===== config.mk =====
export PLATFORM = sky130hd
export DESIGN_NAME = sac_top
export DESIGN_NICKNAME = d
export VERILOG_FILES = /design/src/sac_pkg.sv /design/src/sac_conv_timer.sv /design/src/sac_sar_core.sv /design/src/sac_top.sv
export SDC_FILE = /design/constraint.sdc
export NUM_CORES = 1
export LEC_CHECK = 0
export BUFFER_PORTS_ARGS = -buffer_cell sky130_fd_sc_hd__buf_2
export CAP_MARGIN = 5
export CORE_AREA = 2 2 105 107
export CTS_BUF_LIST = sky130_fd_sc_hd__clkbuf_16
export CTS_CLUSTER_DIAMETER = 60
export CTS_CLUSTER_SIZE = 12
export DETAILED_ROUTE_END_ITERATION = 8
export DIE_AREA = 0 0 107 109
export PLACE_DENSITY_LB_ADDON = 0.15
export SETUP_SLACK_MARGIN = 0.15
export SYNTH_ARGS = -nofsm -noshare
export SYNTH_HDL_FRONTEND = slang
export SYNTH_SLANG_ARGS = --single-unit

===== constraint.sdc =====
create_clock -name clk_sys_i -period 5.9 [get_ports clk_sys_i]
set_clock_uncertainty 0.05 [all_clocks]
set_input_delay 0.295 -clock clk_sys_i [delete_from_list [all_inputs] [get_ports clk_sys_i]]
set_output_delay 0.295 -clock clk_sys_i [all_outputs]
set_load 0.01 [all_outputs]

===== src/sac_pkg.sv =====
`default_nettype none
package sac_pkg;

    // ************************************************************
    // Register map
    // ************************************************************
    localparam logic [7:0] ADDR_CTRL_ONE   = 8'h0E;
    localparam logic [7:0] ADDR_CTRL_TWO   = 8'h0F;
    localparam logic [7:0] ADDR_RES_LOW    = 8'h20;
    localparam logic [7:0] ADDR_RES_HIGH   = 8'h21;

    localparam logic [7:0] CTRL_ONE_RESET  = 8'h10;
    localparam logic [5:0] CTRL_TWO_RESET  = 6'h10;

    localparam int         GO_BIT          = 7;
    localparam int         OP_LSB          = 5;
    localparam int         GATE_BIT        = 4;
    localparam int         CHAN_LSB        = 0;
    localparam int         LADDER_BIT      = 5;
    localparam int         ACK_LSB         = 1;

    localparam logic [1:0] OP_OFF          = 2'h0;
    localparam logic [1:0] OP_SINGLE       = 2'h1;
    localparam logic [1:0] OP_REPEAT       = 2'h3;

    localparam int         RES_W           = 10;
    localparam int         CNT_W           = 11;
    localparam int         NUM_CHAN        = 6;
    localparam int         SAMPLE_SLOTS    = 4;
    localparam int         SLOT_SHIFT      = 4;

    // ************************************************************
    // Conversion times in oscillator periods
    // ************************************************************
    localparam logic [10:0] T_CODE0        = 11'h027;
    localparam logic [10:0] T_CODE2        = 11'h04E;
    localparam logic [10:0] T_CODE3        = 11'h09C;
    localparam logic [10:0] T_CODE4        = 11'h138;
    localparam logic [10:0] T_CODE5        = 11'h270;
    localparam logic [10:0] T_CODE6        = 11'h4E0;

    typedef enum logic [1:0] {
        S_IDLE  = 2'h0,
        S_CONV  = 2'h1,
        S_STORE = 2'h3
    } sac_state_e;

    // Reserved codes fall back to the longest time, the safest choice
    function automatic logic [10:0] conv_periods(input logic [2:0] code);
        case (code)
            3'h0:    conv_periods = T_CODE0;
            3'h2:    conv_periods = T_CODE2;
            3'h3:    conv_periods = T_CODE3;
            3'h4:    conv_periods = T_CODE4;
            3'h5:    conv_periods = T_CODE5;
            default: conv_periods = T_CODE6;
        endcase
    endfunction : conv_periods

    function automatic logic [5:0] chan_onehot(input logic [3:0] code);
        chan_onehot = 6'h00;
        if (code < 4'h6) begin
            chan_onehot[code[2:0]] = 1'b1;
        end
    endfunction : chan_onehot

endpackage : sac_pkg
`default_nettype wire


===== src/sac_conv_timer.sv =====
`timescale 1ns/1ps
`default_nettype none
module sac_conv_timer
    import sac_pkg::*;
(
    // Clock and reset
    input  wire logic       clk_sys_i,
    input  wire logic       arst_n_i,
    // Control
    input  wire logic       start_i,
    input  wire logic       abort_i,
    input  wire logic [2:0] ack_i,
    // Phases
    output logic            sample_o,
    output logic            step_o,
    output logic            done_o
);

    logic             run_reg;
    logic [CNT_W-1:0] cnt_reg;
    logic [CNT_W-1:0] sub_reg;
    logic [3:0]       slot_reg;
    logic [CNT_W-1:0] total_reg;
    logic [CNT_W-1:0] slen_reg;
    wire              wrap_w = run_reg && (sub_reg == slen_reg - 11'h001);

    // Sixteen slots: four sample, ten bit trials, rest settle
    assign done_o   = run_reg && (cnt_reg == total_reg - 11'h001);
    assign sample_o = run_reg && (slot_reg < 4'(SAMPLE_SLOTS));
    assign step_o   = wrap_w && (slot_reg >= 4'(SAMPLE_SLOTS))
                    && (slot_reg < 4'(SAMPLE_SLOTS + RES_W));

    always_ff @(posedge clk_sys_i or negedge arst_n_i) begin
        if (!arst_n_i) begin
            run_reg   <= 1'b0;
            cnt_reg   <= 11'h000;
            sub_reg   <= 11'h000;
            slot_reg  <= 4'h0;
            total_reg <= 11'h000;
            slen_reg  <= 11'h000;
        end else if (abort_i) begin
            run_reg <= 1'b0;
        end else if (start_i) begin
            run_reg   <= 1'b1;
            cnt_reg   <= 11'h000;
            sub_reg   <= 11'h000;
            slot_reg  <= 4'h0;
            total_reg <= conv_periods(ack_i);
            slen_reg  <= conv_periods(ack_i) >> SLOT_SHIFT;
        end else if (run_reg) begin
            cnt_reg  <= cnt_reg + 11'h001;
            run_reg  <= !done_o;
            sub_reg  <= wrap_w ? 11'h000 : sub_reg + 11'h001;
            slot_reg <= wrap_w ? slot_reg + 4'h1 : slot_reg;
        end
    end

endmodule : sac_conv_timer
`default_nettype wire


===== src/sac_sar_core.sv =====
`timescale 1ns/1ps
`default_nettype none
module sac_sar_core
    import sac_pkg::*;
#(
    parameter int W = RES_W
) (
    // Clock and reset
    input  wire logic         clk_sys_i,
    input  wire logic         arst_n_i,
    // Search control
    input  wire logic         start_i,
    input  wire logic         step_i,
    input  wire logic         comp_i,
    // Trial code to the ladder, final after the last step
    output logic [W-1:0]      trial_o
);

    logic [W-1:0] trial_reg;
    logic [W-1:0] mask_reg;
    wire  [W-1:0] kept_w = comp_i ? trial_reg : (trial_reg & ~mask_reg);
    wire  [W-1:0] msb_w  = {1'b1, {(W-1){1'b0}}};

    assign trial_o = trial_reg;

    // Comparator high means input at or above trial: keep the bit
    always_ff @(posedge clk_sys_i or negedge arst_n_i) begin
        if (!arst_n_i) begin
            trial_reg <= '0;
            mask_reg  <= '0;
        end else if (start_i) begin
            trial_reg <= msb_w;
            mask_reg  <= msb_w;
        end else if (step_i && (mask_reg != '0)) begin
            trial_reg <= kept_w | (mask_reg >> 1);
            mask_reg  <= mask_reg >> 1;
        end
    end

endmodule : sac_sar_core
`default_nettype wire


===== src/sac_top.sv =====
`timescale 1ns/1ps
`default_nettype none
module sac_top
    import sac_pkg::*;
#(
    parameter int AW = 8,
    parameter int DW = 8
) (
    // Clock and reset
    input  wire logic          clk_sys_i,
    input  wire logic          arst_n_i,
    // Register port
    input  wire logic [AW-1:0] addr_i,
    input  wire logic [DW-1:0] wr_data_i,
    input  wire logic          wr_i,
    input  wire logic          rd_i,
    output logic      [DW-1:0] rd_data_o,
    // Power mode
    input  wire logic          standby_i,
    // Analog side
    input  wire logic          comp_i,
    output logic      [9:0]    dac_code_o,
    output logic               sample_hold_o,
    output logic               ladder_on_o,
    output logic      [5:0]    chan_en_o,
    output logic               input_gate_off_o,
    // Events
    output logic               conv_done_irq_o,
    output logic               conv_busy_o
);

    // ************************************************************
    // Registers
    // ************************************************************
    sac_state_e  state_reg;
    sac_state_e  state_next;
    logic        conv_go_reg;
    logic [1:0]  op_select_reg;
    logic        input_gate_off_reg;
    logic [3:0]  channel_sel_reg;
    logic [5:0]  ctrl_two_reg;
    logic [9:0]  result_reg;
    logic        conv_done_flag_reg;
    logic        irq_reg;
    logic [DW-1:0] rd_data_reg;

    // ************************************************************
    // Decode
    // ************************************************************
    wire        wr_one_w    = wr_i && (addr_i == ADDR_CTRL_ONE) && !standby_i;
    wire        wr_two_w    = wr_i && (addr_i == ADDR_CTRL_TWO) && !standby_i;
    wire        rd_high_w   = rd_i && (addr_i == ADDR_RES_HIGH);
    wire        busy_w      = (state_reg != S_IDLE);
    wire        op_run_w    = (op_select_reg == OP_SINGLE) || (op_select_reg == OP_REPEAT);
    wire        start_w     = conv_go_reg && op_run_w && !busy_w && !standby_i;
    wire        op_off_wr_w = wr_one_w && (wr_data_i[OP_LSB +: 2] == OP_OFF);
    wire        abort_w     = busy_w && (standby_i || op_off_wr_w);
    wire        repeat_w    = (state_reg == S_STORE) && (op_select_reg == OP_REPEAT)
                            && !abort_w;
    wire        kick_w      = start_w || repeat_w;
    wire        done_pulse_w;
    wire        step_w;
    wire        sample_w;
    wire [2:0]  ack_w       = ctrl_two_reg[ACK_LSB +: 3];
    wire        ladder_keep_on_w = ctrl_two_reg[LADDER_BIT];
    wire [9:0]  trial_w;

    wire [7:0]  ctrl_one_rd_w = {conv_go_reg, op_select_reg, input_gate_off_reg, channel_sel_reg};
    // Top two bits are undefined; they read as zero here
    wire [7:0]  ctrl_two_rd_w = {2'h0, ctrl_two_reg};
    wire [7:0]  res_high_w    = result_reg[9:2];
    // Low nibble is unstable on the part; zero keeps reads repeatable
    wire [7:0]  res_low_w     = {result_reg[1:0], conv_done_flag_reg, busy_w, 4'h0};
    wire [7:0]  rd_mux_w      = (addr_i == ADDR_CTRL_ONE) ? ctrl_one_rd_w :
                                (addr_i == ADDR_CTRL_TWO) ? ctrl_two_rd_w :
                                (addr_i == ADDR_RES_HIGH) ? res_high_w    :
                                (addr_i == ADDR_RES_LOW)  ? res_low_w     : 8'h00;

    // ************************************************************
    // Outputs
    // ************************************************************
    assign rd_data_o        = rd_data_reg;
    assign dac_code_o       = trial_w;
    assign sample_hold_o    = sample_w;
    assign ladder_on_o      = ladder_keep_on_w || busy_w;
    assign input_gate_off_o = input_gate_off_reg;
    assign chan_en_o        = input_gate_off_reg ? 6'h00 : chan_onehot(channel_sel_reg);
    assign conv_done_irq_o  = irq_reg;
    assign conv_busy_o      = busy_w;

    // ************************************************************
    // Sequencer
    // ************************************************************
    always_comb begin
        state_next = state_reg;
        case (state_reg)
            S_IDLE: begin
                if (start_w) begin
                    state_next = S_CONV;
                end
            end
            S_CONV: begin
                if (abort_w) begin
                    state_next = S_IDLE;
                end else if (done_pulse_w) begin
                    state_next = S_STORE;
                end
            end
            S_STORE: begin
                state_next = repeat_w ? S_CONV : S_IDLE;
            end
            default: state_next = S_IDLE;
        endcase
    end

    always_ff @(posedge clk_sys_i or negedge arst_n_i) begin
        if (!arst_n_i) begin
            state_reg <= S_IDLE;
        end else if (standby_i) begin
            state_reg <= S_IDLE;
        end else begin
            state_reg <= state_next;
        end
    end

    // ************************************************************
    // Control registers
    // ************************************************************
    always_ff @(posedge clk_sys_i or negedge arst_n_i) begin
        if (!arst_n_i) begin
            conv_go_reg        <= CTRL_ONE_RESET[GO_BIT];
            op_select_reg      <= CTRL_ONE_RESET[OP_LSB +: 2];
            input_gate_off_reg <= CTRL_ONE_RESET[GATE_BIT];
            channel_sel_reg    <= CTRL_ONE_RESET[CHAN_LSB +: 4];
            ctrl_two_reg       <= CTRL_TWO_RESET;
        end else if (standby_i) begin
            conv_go_reg        <= CTRL_ONE_RESET[GO_BIT];
            op_select_reg      <= CTRL_ONE_RESET[OP_LSB +: 2];
            input_gate_off_reg <= CTRL_ONE_RESET[GATE_BIT];
            channel_sel_reg    <= CTRL_ONE_RESET[CHAN_LSB +: 4];
            ctrl_two_reg       <= CTRL_TWO_RESET;
        end else begin
            // Go lasts one cycle; with no run mode the request is dropped
            conv_go_reg <= wr_one_w ? wr_data_i[GO_BIT] : 1'b0;
            if (wr_one_w) begin
                op_select_reg      <= wr_data_i[OP_LSB +: 2];
                input_gate_off_reg <= wr_data_i[GATE_BIT];
                channel_sel_reg    <= wr_data_i[CHAN_LSB +: 4];
            end
            if (wr_two_w) begin
                ctrl_two_reg <= wr_data_i[5:0];
            end
        end
    end

    // ************************************************************
    // Result and flags
    // ************************************************************
    always_ff @(posedge clk_sys_i or negedge arst_n_i) begin
        if (!arst_n_i) begin
            result_reg         <= 10'h000;
            conv_done_flag_reg <= 1'b0;
            irq_reg            <= 1'b0;
        end else if (standby_i) begin
            // Earlier results are lost on standby entry
            result_reg         <= 10'h000;
            conv_done_flag_reg <= 1'b0;
            irq_reg            <= 1'b0;
        end else begin
            irq_reg <= (state_reg == S_STORE);
            if (state_reg == S_STORE) begin
                result_reg         <= trial_w;
                conv_done_flag_reg <= 1'b1;
            end else if (rd_high_w || start_w) begin
                conv_done_flag_reg <= 1'b0;
            end
        end
    end

    always_ff @(posedge clk_sys_i or negedge arst_n_i) begin
        if (!arst_n_i) begin
            rd_data_reg <= 8'h00;
        end else begin
            rd_data_reg <= rd_i ? rd_mux_w : 8'h00;
        end
    end

    // ************************************************************
    // Timing and search engine
    // ************************************************************
    sac_conv_timer u_timer (
        .clk_sys_i (clk_sys_i),
        .arst_n_i  (arst_n_i),
        .start_i   (kick_w),
        .abort_i   (abort_w),
        .ack_i     (ack_w),
        .sample_o  (sample_w),
        .step_o    (step_w),
        .done_o    (done_pulse_w)
    );

    sac_sar_core #(
        .W (RES_W)
    ) u_sar (
        .clk_sys_i (clk_sys_i),
        .arst_n_i  (arst_n_i),
        .start_i   (kick_w),
        .step_i    (step_w),
        .comp_i    (comp_i),
        .trial_o   (trial_w)
    );
endmodule : sac_top
`default_nettype wire


### Word-level counts from Yosys, hierarchy flattened

Cells that the tools add are included.

| word-level totals | value |
|---|---|
| register bits after elaboration | 101 |
| input port bits | 22 |
| output and inout port bits | 29 |
| logic and storage cells | 141 |

| operators by class | value |
|---|---|
| add/subtract/negate cells | 5 |
| order comparisons | 6 |
| equal/unequal tests | 16 |
| mux-type cells | 48 |
| bitwise gates (word level) | 4 |
| reductions and logical operators | 44 |

Operators by type and width:

| operator | number |
|---|---|
| 10-bit 2-to-1 mux | 7 |
| 11-bit 2-to-1 mux | 5 |
| 11-bit case mux with 5 select lines | 1 |
| 8-bit 2-to-1 mux | 5 |
| 6-bit 2-to-1 mux | 4 |
| 11-bit by 1-bit adder with 11-bit output, second input constant | 2 |
| 11-bit equality test | 2 |
| 4-bit 2-to-1 mux | 5 |
| 1-bit logical AND | 19 |
| 8-bit by 4-bit equality test with 1-bit output, second input constant | 2 |
| 8-bit by 6-bit equality test with 1-bit output, second input constant | 2 |
| 2-bit nonzero test | 7 |
| 1-bit 2-to-1 mux | 13 |
| 2-bit 2-to-1 mux | 6 |
| 11-bit by 1-bit subtractor with 11-bit output, second input constant | 1 |
| 10-bit AND | 1 |
| 10-bit NOT | 1 |
| 10-bit by 9-bit OR with 10-bit output | 1 |
| 10-bit nonzero test | 1 |
| 4-bit by 3-bit < comparator with 1-bit output, second input constant | 2 |
| 7-bit by 1-bit subtractor with 8-bit output, second input constant | 1 |
| 3-bit by 2-bit equality test with 1-bit output, second input constant | 2 |
| 3-bit equality test, second input constant | 2 |
| 2-bit case mux with 3 select lines | 1 |
| 18 further kinds | 30 |

### Longest topological paths before layout

Gate-level depths: netlist of run 1.

| logic depth | value |
|---|---|
| depth after elaboration | 11 |
| gate-level depth with buffers | 9 |
| gate-level depth less buffers | 8 |

### Hierarchy

From an unflattened synthesis of run 1, not the netlist that was laid out.

| second synthesis, totals | value |
|---|---|
| cell total of the unflattened synthesis | 553 |
| area total of the unflattened synthesis | 5086.1 sq um |

By module, submodules not included:

| module | times used | cells an instance | area an instance (sq um) | seq. area each (sq um) |
|---|---|---|---|---|
| sac_conv_timer | 1 | 311 | 2595.0 | 950.9 |
| sac_top | 1 | 164 | 1679.1 | 903.4 |
| sac_sar_core | 1 | 78 | 812.0 | 500.5 |

### Least setup slack after synthesis of run 1

OpenSTA, ideal clock, no wires.

| timing path | value |
|---|---|
| kind | register to register |
| start | register u_timer.total_reg[4] (netlist name) |
| end | register u_timer.slot_reg[3] |
| setup time | 0.077 ns |
| data arrival time | 2.122 ns |
| required time | 5.773 ns |
| path slack | 3.650 ns |
| cell stages (with the launch flop) | 9 |
| buffers on the path | 0 |
| clock period less this slack | 2.250 ns |
| path through | dfrtp_1 -> inv_1 -> ha_1 -> nor3b_2 -> nand2_1 -> a211oi_2 -> nand3_2 -> or4_1 -> a21oi_1 |

RTL lines:

| element | line | RTL |
|---|---|---|
| to (signal assigned) | sac_conv_timer.sv:54 | `slot_reg <= wrap_w ? slot_reg + 4'h1 : slot_reg;` |
| to (decl) | sac_conv_timer.sv:22 | `logic [3:0] slot_reg;` |

==> impl_results.md, run 1 <==
- Crit path capture: u_sar.mask_reg[1]$_DFFE_PN0P_
- Clock Path Buffers: 2
- Iteration-0 DRC Markers: 243
- Worst slew pin tran: 900 ps
- CP Capture Type: flip-flop
- Sequential-to-total area share from yosys stat: 46.1%
- Slew Limit Fails: 0
- Diodes inserted: 0
- P_int: 1.31 mW
- Final RePlAce weighted congestion: 0.853
- Vias: 3,984
- Total core area: 10,600 um2
- Leakage: 2.51 nW
- Synth top area share: 45.1%
- Die ar.: 11,700 um2
- FF-to-FF End: u_sar.mask_reg[1]$_DFFE_PN0P_
- Flops & latches, synth: 94
- Clock-pin slew on the worst setup and hold paths: 70 ps
- Syn Nets: 569
- Remaining DRCs: 0
- Placed Area: 5410 um2
- Min Clock Period, post-route: 2910 ps
- Fin util: 54.0%
- CTS HTree Levels: 3
- R2r setup slk: 2990 ps
- Period Utilization, post-route: 49.3%
- Share of layout cells above drive strength 1: 15.5%
- Ports: 51
- Vias/cell: 5.53
- Total routed wirelength: 11,100 um
- Syn Area/Cell: 9.43 um2
- Die height: 109 um
- Top_reg_cell synth: dfrtp_1
- Worst vdd ir: 244 uV
- Gate power share: 21.8%
- Synth top area cells: dfrtp_1, mux2i_1, xor2_1, nor2_1, nand2_1
- Kind of start point of the critical path: flip-flop
- Vias in the first global route: 3,719
- Initial core utilization: 48.1%
- Asr flop ratio synth: 100%
- Yosys top cell by area: dfrtp_1
- Crit path DAT: 3070 ps
- Post-synth EDFFs: 0
- R2R Path Start: u_timer.total_reg[4]$_DFFE_PN0P_
- Status: complete, no violations
- Cell Area, Synth: 5100 um2
- Sw frac: 33.4%
- Most common cell in the netlist: dfrtp_1
- Synth-to-layout area growth: 12.1%
- Synth top cells by count: dfrtp_1, nor2_1, nand2_1, a21oi_1, xor2_1
- Setup CP Type: reg2reg
- Worst-Skew Late Latency: 350 ps
- Global-route usage over all layers: 20.4%
- Initial antenna violation count: 0
- Die width: 107 um
- RSZ-0062 raised after global routing: false
- Post-CTS Setup Inserts: 0
- Clock sinks: 94
- Class of the worst hold path: in2reg
- Synth Instances: 541
- Inserted Clock Buffers: 9
- Critical Path RT: 6060 ps
- Hold_buf cts: 1
- Port bufs: 50
- PD cells: 343 nW/um2
- Sequential fraction of design power: 47.9%
- Clock Root Buffer: clkbuf_16
- Avg WL per Cell: 15.5 um
- Worst Setup SP: u_timer.total_reg[4]$_DFFE_PN0P_
- Max Cap Violations: 0
- Largest net degree at the start of global routing: 68
- Power Total: 1.96 mW
- Global-route wire length before repair: 18,800 um
- R2R cell count: 8
- CTS tree: built
- Clock share of power: 30.3%
- DP HPWL: 7770 um
- Synth cell types: 63
- Fin. Hold Viols: 0
- Switching power: 656 uW
- Post-route cell area: 5720 um2
- Post-CTS sizing: 0
- Hold_ws: 136 ps
- Remaining Overflow, GRT: 0
- Max FO, Critical Path: 21
- # rows: 38
- TNS Setup: 0 ps
- First-pass DRT Iterations: 5
- Nets: 603
- Final antenna-violating net count: 0
- Yosys warning count: 0
- Setup-failing EPs final: 0
- Maximum clock frequency: 0.344 GHz
- Slew margin rel.: 39.8%
-- per-stage QoR --
stage / worst slack, ps / cells
floorplan: 3650 / 541
global placement: 2970 / 703
detailed placement: 2910 / 703
CTS: 3000 / 720
global route: 2700 / 720
finish: 2990 / 720
-- critical path, cell delays in order, from the launching register on --
cell      delay (ps)
dfrtp_1          470
inv_1            170
ha_1             250
nor3b_2          300
nand2_1          100
a211oi_2         270
and4_1           810
mux2i_1          290
nor2_1            60
-- how the worst min path moves through the flow --
| stage | startpoint | to | slack (ps) | depth (start not counted) |
|---|---|---|---|---|
| 2_1_floorplan | arst_n_i | channel_sel_reg[0]$_DFFE_PN0P_ | -50 | 0 |
| 3_3_place_gp | arst_n_i | u_timer.sub_reg[6]$_DFFE_PN0P_ | 190 | 1 |
| 6_report | wr_data_i[4] | input_gate_off_o$_DFFE_PN1P_ | 140 | 2 |
| 4_1_cts | wr_data_i[4] | input_gate_off_o$_DFFE_PN1P_ | 120 | 2 |
| 3_5_place_dp | arst_n_i | u_timer.sub_reg[6]$_DFFE_PN0P_ | 180 | 1 |
| 5_1_grt | wr_data_i[4] | input_gate_off_o$_DFFE_PN1P_ | 130 | 2 |
-- power groups by stage --
stage                     registers, mW  clock network [mW]  logic, mW
after floorplan                   0.904                   0      0.313
after global placement            0.943                   0      0.418
after detailed placement          0.947                   0      0.430
after CTS                         0.936               0.610      0.433
after global routing              0.964               0.645      0.482
final                             0.939               0.595      0.427
-- per-layer routing --
layer / vias to the layer above / GRT usage [%] / share of wire, % / routed length (um)
li1: 1946 / - / - / -
met1: 1937 / 30.1 / 48 / 5310
met2: 89 / 30.5 / 47 / 5190
met3: 12 / 3.65 / 4.5 / 507
met4: 0 / 6.40 / 1.2 / 138
met5: - / 0 / 0 / 0
-- cells in the final DEF, fill, tap and decap left out, types with 4 or more instances in the layout --
cell,instances
mux2i_1,24
a22oi_1,5
dfrtp_1,92
o2111ai_1,4
inv_1,12
o31ai_1,4
nand4_1,4
buf_2,49
nand2_1,59
a21oi_1,33
and2_1,9
nor2_1,61
xnor2_1,15
nor2b_1,9
xor2_1,27
and3_1,8
buf_4,5
nand3_1,24
nor4_1,5
nand3b_1,4
nor3b_1,6
clkbuf_16,9
o21ai_0,23
a21o_1,4
and4_1,4
nor3_1,6
ha_1,6
-- layout make-up --
type                            instances  area, um2
Clock buffer                            9        225
Clock inverter                          7       80.1
Fill cell                             989       4880
Inverter                               13       48.8
Multi-Input combinational cell        402       2550
Sequential cell                        94       2350
Tap cell                              140        175
Timing Repair Buffer                   55        293
-- cells by family (layout without fill, tap and decap cells) --
group	after synthesis	count (layout)	synth area share [%]
adder cells (fa/ha/maj)	6	6	1.47
AO/OA/AOI/OAI	104	104	13.3
multiplexers	27	27	5.37
buffers and inverters	45	84	3.97
AND/OR/NAND/NOR	223	223	22.6
XOR/XNOR	42	42	7.21
flip-flops	94	94	46.1
No activity file was read; power rests on OpenSTA's default activity.
==> inputs of run 2 (changes only) <==
--- a/config.mk
+++ b/config.mk
@@ -5,14 +5,15 @@
 export SDC_FILE = /design/constraint.sdc
 export NUM_CORES = 1
 export LEC_CHECK = 0
+export ABC_AREA = 1
 export BUFFER_PORTS_ARGS = -buffer_cell sky130_fd_sc_hd__buf_2
 export CAP_MARGIN = 5
-export CORE_AREA = 2 2 105 107
+export CORE_AREA = 2 2 107 109
 export CTS_BUF_LIST = sky130_fd_sc_hd__clkbuf_16
 export CTS_CLUSTER_DIAMETER = 60
 export CTS_CLUSTER_SIZE = 12
 export DETAILED_ROUTE_END_ITERATION = 8
-export DIE_AREA = 0 0 107 109
+export DIE_AREA = 0 0 109 111
 export PLACE_DENSITY_LB_ADDON = 0.15
 export SETUP_SLACK_MARGIN = 0.15
 export SYNTH_ARGS = -nofsm -noshare
==> constraint.sdc (replaced) <==
create_clock -name clk_sys_i -period 2.6 [get_ports clk_sys_i]
set_clock_uncertainty 0.05 [all_clocks]
set_input_delay 0.13 -clock clk_sys_i [delete_from_list [all_inputs] [get_ports clk_sys_i]]
set_output_delay 0.13 -clock clk_sys_i [all_outputs]
set_load 0.01 [all_outputs]
==> run 2 against run 1 <==
Compared with the run above: wire length rose by 16%; sequential share of layout area fell by 2.1 points; combinational power rose by 34%.
==> impl_results.md, run 2 <==
- Dpl cells: 889 (+26%)
- CP max-delay cell: dfrtp_1
- Post-route cell area: 6030 um2 (+5.4%)
- Die width: 109 um (+1.9%)
- # rows: 39 (+2.6%)
- Worst vdd ir: 406 uV (+67%)
- Yosys top cell by area: dfrtp_1
- Final antenna-violating net count: 0 (unchanged)
- Worst slew pin tran: 561 ps (-339 ps)
- PD cells: 587 nW/um2 (+71%)
- Diodes inserted: 0 (unchanged)
- Syn Area/Cell: 7.52 um2 (-20%)
- Initial antenna violation count: 0 (unchanged)
- CP Capture Type: flip-flop
- Class of the worst hold path: in2reg
- Most frequent cells in the layout: nand2_1, inv_1, dfrtp_1
- Avg WL per Cell: 14.3 um (-7.8%)
- Flops & latches, synth: 94 (unchanged)
- Synth Instances: 707 (+31%)
- Power Total: 3.54 mW (+81%)
- Critical Path RT: 2820 ps (-3240 ps)
- Slew Limit Fails: 0 (unchanged)
- Die height: 111 um (+1.8%)
- Asr flop ratio synth: 100% (unchanged)
- Status: complete, no violations
- Crit-path cells: inv_1 > ha_1 > nand2_1 > nand2_1 > nor2_1 > nand2_1 > nor2_1 > nand3_2 > nor2_4 > nand2_2 > nand2_4 > buf_12 > nand2_1 > o21ai_0
- First-pass DRT Iterations: 5 (unchanged)
- Crit path DAT: 2460 ps (-610 ps)
- Mux contribution to synthesized area: 0% (-5.4 points)
- Clock Path Buffers: 2 (unchanged)
- Final RePlAce weighted congestion: 0.903 (+5.9%)
- Synth Area in Simple Gates: 26.9% (+4.3 points)
- Total core area: 11,100 um2 (+4.5%)
- Post-synth EDFFs: 0 (unchanged)
- Fin. Hold Viols: 0 (unchanged)
- DP HPWL: 9610 um (+24%)
- Leakage: 3.01 nW (+20%)
- Min Clock Period, post-route: 2240 ps (-670 ps)
- Most common cell in the netlist: nand2_1
- Synth top cells by count: nand2_1, inv_1, dfrtp_1, nor2_1, o21ai_0
- Share of layout cells above drive strength 1: 14.0% (-1.5 points)
- Placed Area: 5710 um2 (+5.6%)
- Clock Root Buffer: clkbuf_16
- Max Cap Violations: 0 (unchanged)
- R2r setup slk: 360 ps (-2630 ps)
- Remaining Overflow, GRT: 0 (unchanged)
- Synth top area cells: dfrtp_1, nand2_1, inv_1, o21ai_0, nor2_1
- Kind of start point of the critical path: flip-flop
- Largest net degree at the start of global routing: 56 (-18%)
- Synth cell types: 40 (-37%)
- XOR/XNOR Fraction of Synth Area: 2.80% (-4.4 points)
- TNS Setup: 0 ps (unchanged)
- Setup-failing EPs final: 0 (unchanged)
- Largest family of logic cells by synthesized area: simple AND/OR/NAND/NOR gates
- RSZ-0062 raised after global routing: false
- Remaining DRCs: 0 (unchanged)
- Iteration-0 DRC Markers: 261 (+7.4%)
- Period Utilization, post-route: 86.2% (+37 points)
- Cell Area, Synth: 5320 um2 (+4.2%)
- Compound-Gate Fraction of Synth Area: 14.3% (+1.1 points)
- Adder-cell share of the synthesized area: 1.41% (-0.060 points)
- Worst-Skew Late Latency: 350 ps (about the same)
- Nets: 789 (+31%)
- Initial core utilization: 48.0% (-0.11 points)
- Sequential-to-total area share from yosys stat: 44.3% (-1.9 points)
- Die ar.: 12,100 um2 (+3.7%)
- Synth top area share: 43.3% (-1.8 points)
- Commonest non-fill, non-tap cell in the layout: nand2_1
- Port bufs: 50 (unchanged)
- Maximum clock frequency: 0.446 GHz (+30%)
- Non-filler cells in the finished layout: 909 (+26%)
- Syn Nets: 735 (+29%)
- Vias in the first global route: 4,591 (+23%)
- CP max stage delay: 440 ps (-370 ps)
- Vias/cell: 5.25 (-5.2%)
- Post-CTS Setup Inserts: 0 (unchanged)
- Clock-pin slew on the worst setup and hold paths: 70 ps (about the same)
- CTS HTree Levels: 3 (unchanged)
- Top_reg_cell synth: dfrtp_1
- Yosys warning count: 0 (unchanged)
- Slew margin rel.: 62.6% (+23 points)
- Clock sinks: 94 (unchanged)
- Setup CP Type: reg2reg
- Global-route wire length before repair: 22,000 um (+17%)
- Global-route usage over all layers: 23.0% (+2.7 points)
- Hold_ws: 20.5 ps (-115 ps)
- Inserted Clock Buffers: 9 (unchanged)
- Most common cell on crit path: nand2_1
- CTS tree: built
- Synth-to-layout area growth: 13.4%
- Total routed wirelength: 13,000 um (+16%)
- Vias: 4,768 (+20%)
- Ports: 51 (unchanged)
- Max FO, Critical Path: 19 (-9.5%)
[run 2: cell types whose count changed after synthesis, sizes merged, moves of 18 or more]
cell   change
nand3     +20
o21ai     +45
inv      +103
xor2      -18
nand2    +116
mux2i     -24
o22ai     +26
[run 2: final timing paths]
check,startpoint,end,cells past startpoint
setup / recovery,u_timer.total_reg[4]$_DFFE_PN0P_,u_sar.trial_o[6]$_DFFE_PN0P_,14
hold / removal,wr_data_i[0],channel_sel_reg[0]$_DFFE_PN0P_,3
setup reg to reg,u_timer.total_reg[4]$_DFFE_PN0P_,u_sar.trial_o[6]$_DFFE_PN0P_,14
hold reg to reg,u_sar.mask_reg[5]$_DFFE_PN0P_,u_sar.mask_reg[4]$_DFFE_PN0P_,2
max in group asynchronous,arst_n_i,op_select_reg[1]$_DFFE_PN0P_,3
min in group asynchronous,arst_n_i,u_timer.sub_reg[10]$_DFFE_PN0P_,2
[run 2: cells by family (layout without fill, tap and decap cells)]
| logic type | Yosys count | in the layout |
|---|---|---|
| AOI/OAI and AO/OA | 131 | 131 |
| adders and majority gates | 6 | 6 |
| and+or+nand+nor | 327 | 327 |
| DFF | 94 | 94 |
| buffers and inverters | 132 | 191 |
| xor gates and xnor gates | 17 | 17 |
[run 2: what timing repair did]
| item | CTS | global route |
|---|---|---|
| hold buffers | 4 | 0 |
| endpoints found under the hold margin | 41 | 0 |
| resized for setup | 0 | 3 |
| endpoints found under the setup margin | 0 | 14 |
[run 2: worst max-delay path: cells and delay by family, from the launching register on]
kind / cells / cell delay [ps]
flip-flops: 1 / 440
adder cells (fa/ha/maj): 1 / 330
buffers and inverters: 2 / 320
AND/OR/NAND/NOR: 10 / 960
AO/OA/AOI/OAI: 1 / 70
[run 2: cell type report]
cell class	instances	area [um2]
repair buffers	60	363
inverters	115	432
flip-flops and latches	94	2350
fillers	1066	5040
clock buffers	9	225
well taps	143	179
multi-input cells	481	2430
clock inverters	7	48.8
[run 2: stage by stage]
| stage | worst slack, ps | utilization (%) |
|---|---|---|
| 2_1_floorplan | 620 | - |
| 3_3_place_gp | 388 | 51.5 |
| 3_5_place_dp | 304 | 51.5 |
| 4_1_cts | 284 | 54.4 |
| 5_1_grt | 164 | 54.5 |
| 6_report | 360 | 54.5 |
[run 2: where the power goes]
group	leakage, nW	internal [mW]	switching [mW]
clock network	0.141	0.652	0.588
logic	1.64	0.223	0.349
registers	1.22	1.57	0.158
total	3.01	2.45	1.09
[run 2: per-layer routing]
layer	vias up	track usage, %	wire (um)
met3	20	4.17	566
met1	2251	32.2	5940
met5	-	0	0
met2	123	36.3	6210
met4	0	7.09	266
li1	2374	-	-
==> inputs of run 3 (changes only) <==
==> constraint.sdc (replaced) <==
create_clock -name clk_sys_i -period 2.4 [get_ports clk_sys_i]
set_clock_uncertainty 0.05 [all_clocks]
set_input_delay 0.48 -clock clk_sys_i [delete_from_list [all_inputs] [get_ports clk_sys_i]]
set_output_delay 0.48 -clock clk_sys_i [all_outputs]
set_load 0.01 [all_outputs]
==> run 3 against run 2 <==
Compared with the run above: flip-flop and latch count is the same; largest cell class unchanged; design area up 2.0%; via count grew 0.23%; sequential share of layout area shrank 0.75 points; critical endpoint is now u_sar.trial_o[8]$_DFFE_PN0P_; sequential power grew 9%.
==> impl_results.md, run 3 (synthesized netlist as in run 2, its figures left out) <==
- Inserted Clock Buffers: 9 (unchanged)
- Crit path max-delay family: simple AND/OR/NAND/NOR gates
- Setup-failing EPs final: 0 (unchanged)
- Worst vdd ir: 439 uV (+8.0%)
- Remaining DRCs: 0 (unchanged)
- Port bufs: 50 (unchanged)
- Slew margin rel.: 64.5% (+2.0 points)
- Commonest non-fill, non-tap cell in the layout: nand2_1
- CP Capture Type: flip-flop
- CP max stage delay: 420 ps (-20 ps)
- Global-route usage over all layers: 23.2% (+0.19 points)
- # rows: 39 (unchanged)
- GRT busiest layer: met2
- Min Clock Period, post-route: 2160 ps (-84.6 ps)
- CP bufs+invs: 2 (unchanged)
- R2R cell count: 14 (unchanged)
- Die width: 109 um (unchanged)
- Worst slew pin tran: 532 ps (-29.5 ps)
- Diodes inserted: 0 (unchanged)
- Remaining Overflow, GRT: 0 (unchanged)
- Crit path DAT: 2370 ps (-90 ps)
- Most frequent cells in the layout: nand2_1, inv_1, dfrtp_1
- Largest net degree at the start of global routing: 47 (-16%)
- Iteration-0 DRC Markers: 245 (-6.1%)
- Initial core utilization: 48.0% (unchanged)
- Final antenna-violating net count: 0 (unchanged)
- Crit path capture: u_sar.trial_o[8]$_DFFE_PN0P_
- Vias: 4,779 (+0.23%)
- Maximum clock frequency: 0.464 GHz (+3.9%)
- Period Utilization, post-route: 89.8% (+3.7 points)
- Sw frac: 30.8% (-0.11 points)
- Sequential fraction of design power: 49.1% (+0.2 points)
- Pre-CTS WS: 20.2 ps (-284 ps)
- CP max-delay cell: dfrtp_1
- Final RePlAce weighted congestion: 0.893 (-1.1%)
- Dpl cells: 891 (+0.22%)
- Clock Path Buffers: 2 (unchanged)
- Total core area: 11,100 um2 (unchanged)
- Clock sinks: 94 (unchanged)
- Synth-to-layout area growth: 15.6%
- Non-filler cells in the finished layout: 916 (+0.77%)
- R2r setup slk: 240 ps (-120 ps)
- Clock Root Buffer: clkbuf_16
- Vias/cell: 5.22 (-0.54%)
- TNS Setup: 0 ps (unchanged)
- Max FO, Critical Path: 8 (-11)
- Slew Limit Fails: 0 (unchanged)
- Switching power: 1.18 mW (+7.6%)
- Initial antenna violation count: 0 (unchanged)
- CTS HTree Levels: 3 (unchanged)
- RSZ-0062 raised after global routing: true
- First-pass DRT Iterations: 4 (-1)
- Setup CP Type: reg2reg
- Critical Path RT: 2620 ps (-200 ps)
- Levels on crit path: 14 (unchanged)
- Nets: 796 (+0.89%)
- DP HPWL: 9710 um (+1.1%)
- Met2 Use GR: 37.2% (+0.91 points)
- P_int: 2.65 mW (+8.1%)
- Fin. Hold Viols: 0 (unchanged)
- R2R Path Start: u_timer.total_reg[5]$_DFFE_PN0P_
- Die ar.: 12,100 um2 (unchanged)
- Clock-pin slew on the worst setup and hold paths: 70 ps (about the same)
- Share of layout cells above drive strength 1: 15.9% (+1.9 points)
- PD cells: 622 nW/um2 (+5.8%)
- Met1 usage: 32.8% (+0.59 points)
- Gate power share: 17.0% (+0.9 points)
- Ports: 51 (unchanged)
- FF-to-FF End: u_sar.trial_o[8]$_DFFE_PN0P_
- Status: complete, no violations
- Crit-path cells: inv_2 > ha_4 > nand2_2 > nand2_2 > nor2_4 > nand2_1 > nor2_2 > nand3_2 > nor2_4 > nand2_4 > nand2_8 > clkbuf_16 > nand2_1 > o21ai_2
- Kind of start point of the critical path: flip-flop
- Class of the worst hold path: in2async
- Max Cap Violations: 0 (unchanged)
- CTS tree: built
- Avg WL per Cell: 14.5 um (+1.2%)
- Total routed wirelength: 13,200 um (+2.0%)
- Hold_ws: 69.8 ps (+49.4 ps)
- Global-route wire length before repair: 22,300 um (+1.4%)
- Final worst slack: 244 ps (-115 ps)
- Worst-Skew Late Latency: 340 ps (about the same)
- Die height: 111 um (unchanged)
- Clock share of power: 33.9% (-1.1 points)
- Leakage: 3.05 nW (+1.5%)
- Post-route cell area: 6150 um2 (+2.0%)
- Worst Setup SP: u_timer.total_reg[5]$_DFFE_PN0P_
- Placed Area: 5720 um2 (+0.26%)
- Vias in the first global route: 4,565 (-0.57%)
- Grt met3 use: 3.64% (-0.53 points)
==> run 3: cell count changes in the layout (fill, tap and decap cells not counted), moves of 3 or more <==
| cell | delta |
|---|---|
| buf_6 | +3 |
| dlygate4sd3_1 | -4 |
| inv_1 | -3 |
| buf_4 | +6 |
| clkinv_1 | +3 |
==> run 3: worst min path at each step <==
stage | startpoint | end | slack (ps) | depth (start not counted)
2_1_floorplan | arst_n_i | channel_sel_reg[0]$_DFFE_PN0P_ | 130 | 0
3_3_place_gp | u_sar.mask_reg[5]$_DFFE_PN0P_ | u_sar.mask_reg[4]$_DFFE_PN0P_ | 420 | 2
3_5_place_dp | u_sar.mask_reg[6]$_DFFE_PN0P_ | u_sar.mask_reg[5]$_DFFE_PN0P_ | 420 | 2
4_1_cts | arst_n_i | u_timer.sub_reg[9]$_DFFE_PN0P_ | 90 | 1
5_1_grt | arst_n_i | u_timer.sub_reg[9]$_DFFE_PN0P_ | 100 | 1
6_report | arst_n_i | u_timer.sub_reg[9]$_DFFE_PN0P_ | 70 | 1
==> run 3: stage by stage <==
stage | total power, mW | utilization [%]
finish | 3.82 | 55.5
global route | 4.05 | 55.5
CTS | 3.83 | 54.2
detailed placement | 2.53 | 51.7
global placement | 2.51 | 51.7
floorplan | 2.30 | -
==> run 3: layer usage <==
layer  vias to the layer above  wire (um)
li1                       2392          -
met1                      2253       6020
met2                       120       6450
met3                        14        572
met4                         0        188
met5                         -          0
==> run 3: timing repair <==
| item | in CTS | in global routing |
|---|---|---|
| endpoints found under the setup margin | 22 | 31 |
| hold buffers | 0 | 0 |
| pin swaps | 0 | 7 |
| gates cloned | 0 | 2 |
| setup buffers | 1 | 6 |
| resized for setup | 3 | 15 |
==> run 3: area by class of cell <==
cell class	count	area (um2)
clock buffers	9	225
multi-input cells	482	2490
fillers	1030	4930
repair buffers	66	427
inverters	115	432
flip-flops and latches	94	2350
well taps	143	179
clock inverters	7	41.3
==> run 3: worst register-to-register path: stages, from the launching register on <==
cell and delay (ps):
dfrtp_1 420, inv_2 140, ha_4 230, nand2_2 60
nand2_2 60, nor2_4 140, nand2_1 70, nor2_2 100
nand3_2 110, nor2_4 170, nand2_4 120, nand2_8 130
clkbuf_16 170, nand2_1 70, o21ai_2 50
==> run 3: power groups by stage <==
stage / clock network (mW) / registers [mW] / logic, mW
CTS: 1.33 / 1.87 / 0.633
global route: 1.40 / 1.89 / 0.756
finish: 1.30 / 1.88 / 0.650
global placement: 0 / 1.90 / 0.613
detailed placement: 0 / 1.90 / 0.630
floorplan: 0 / 1.85 / 0.452
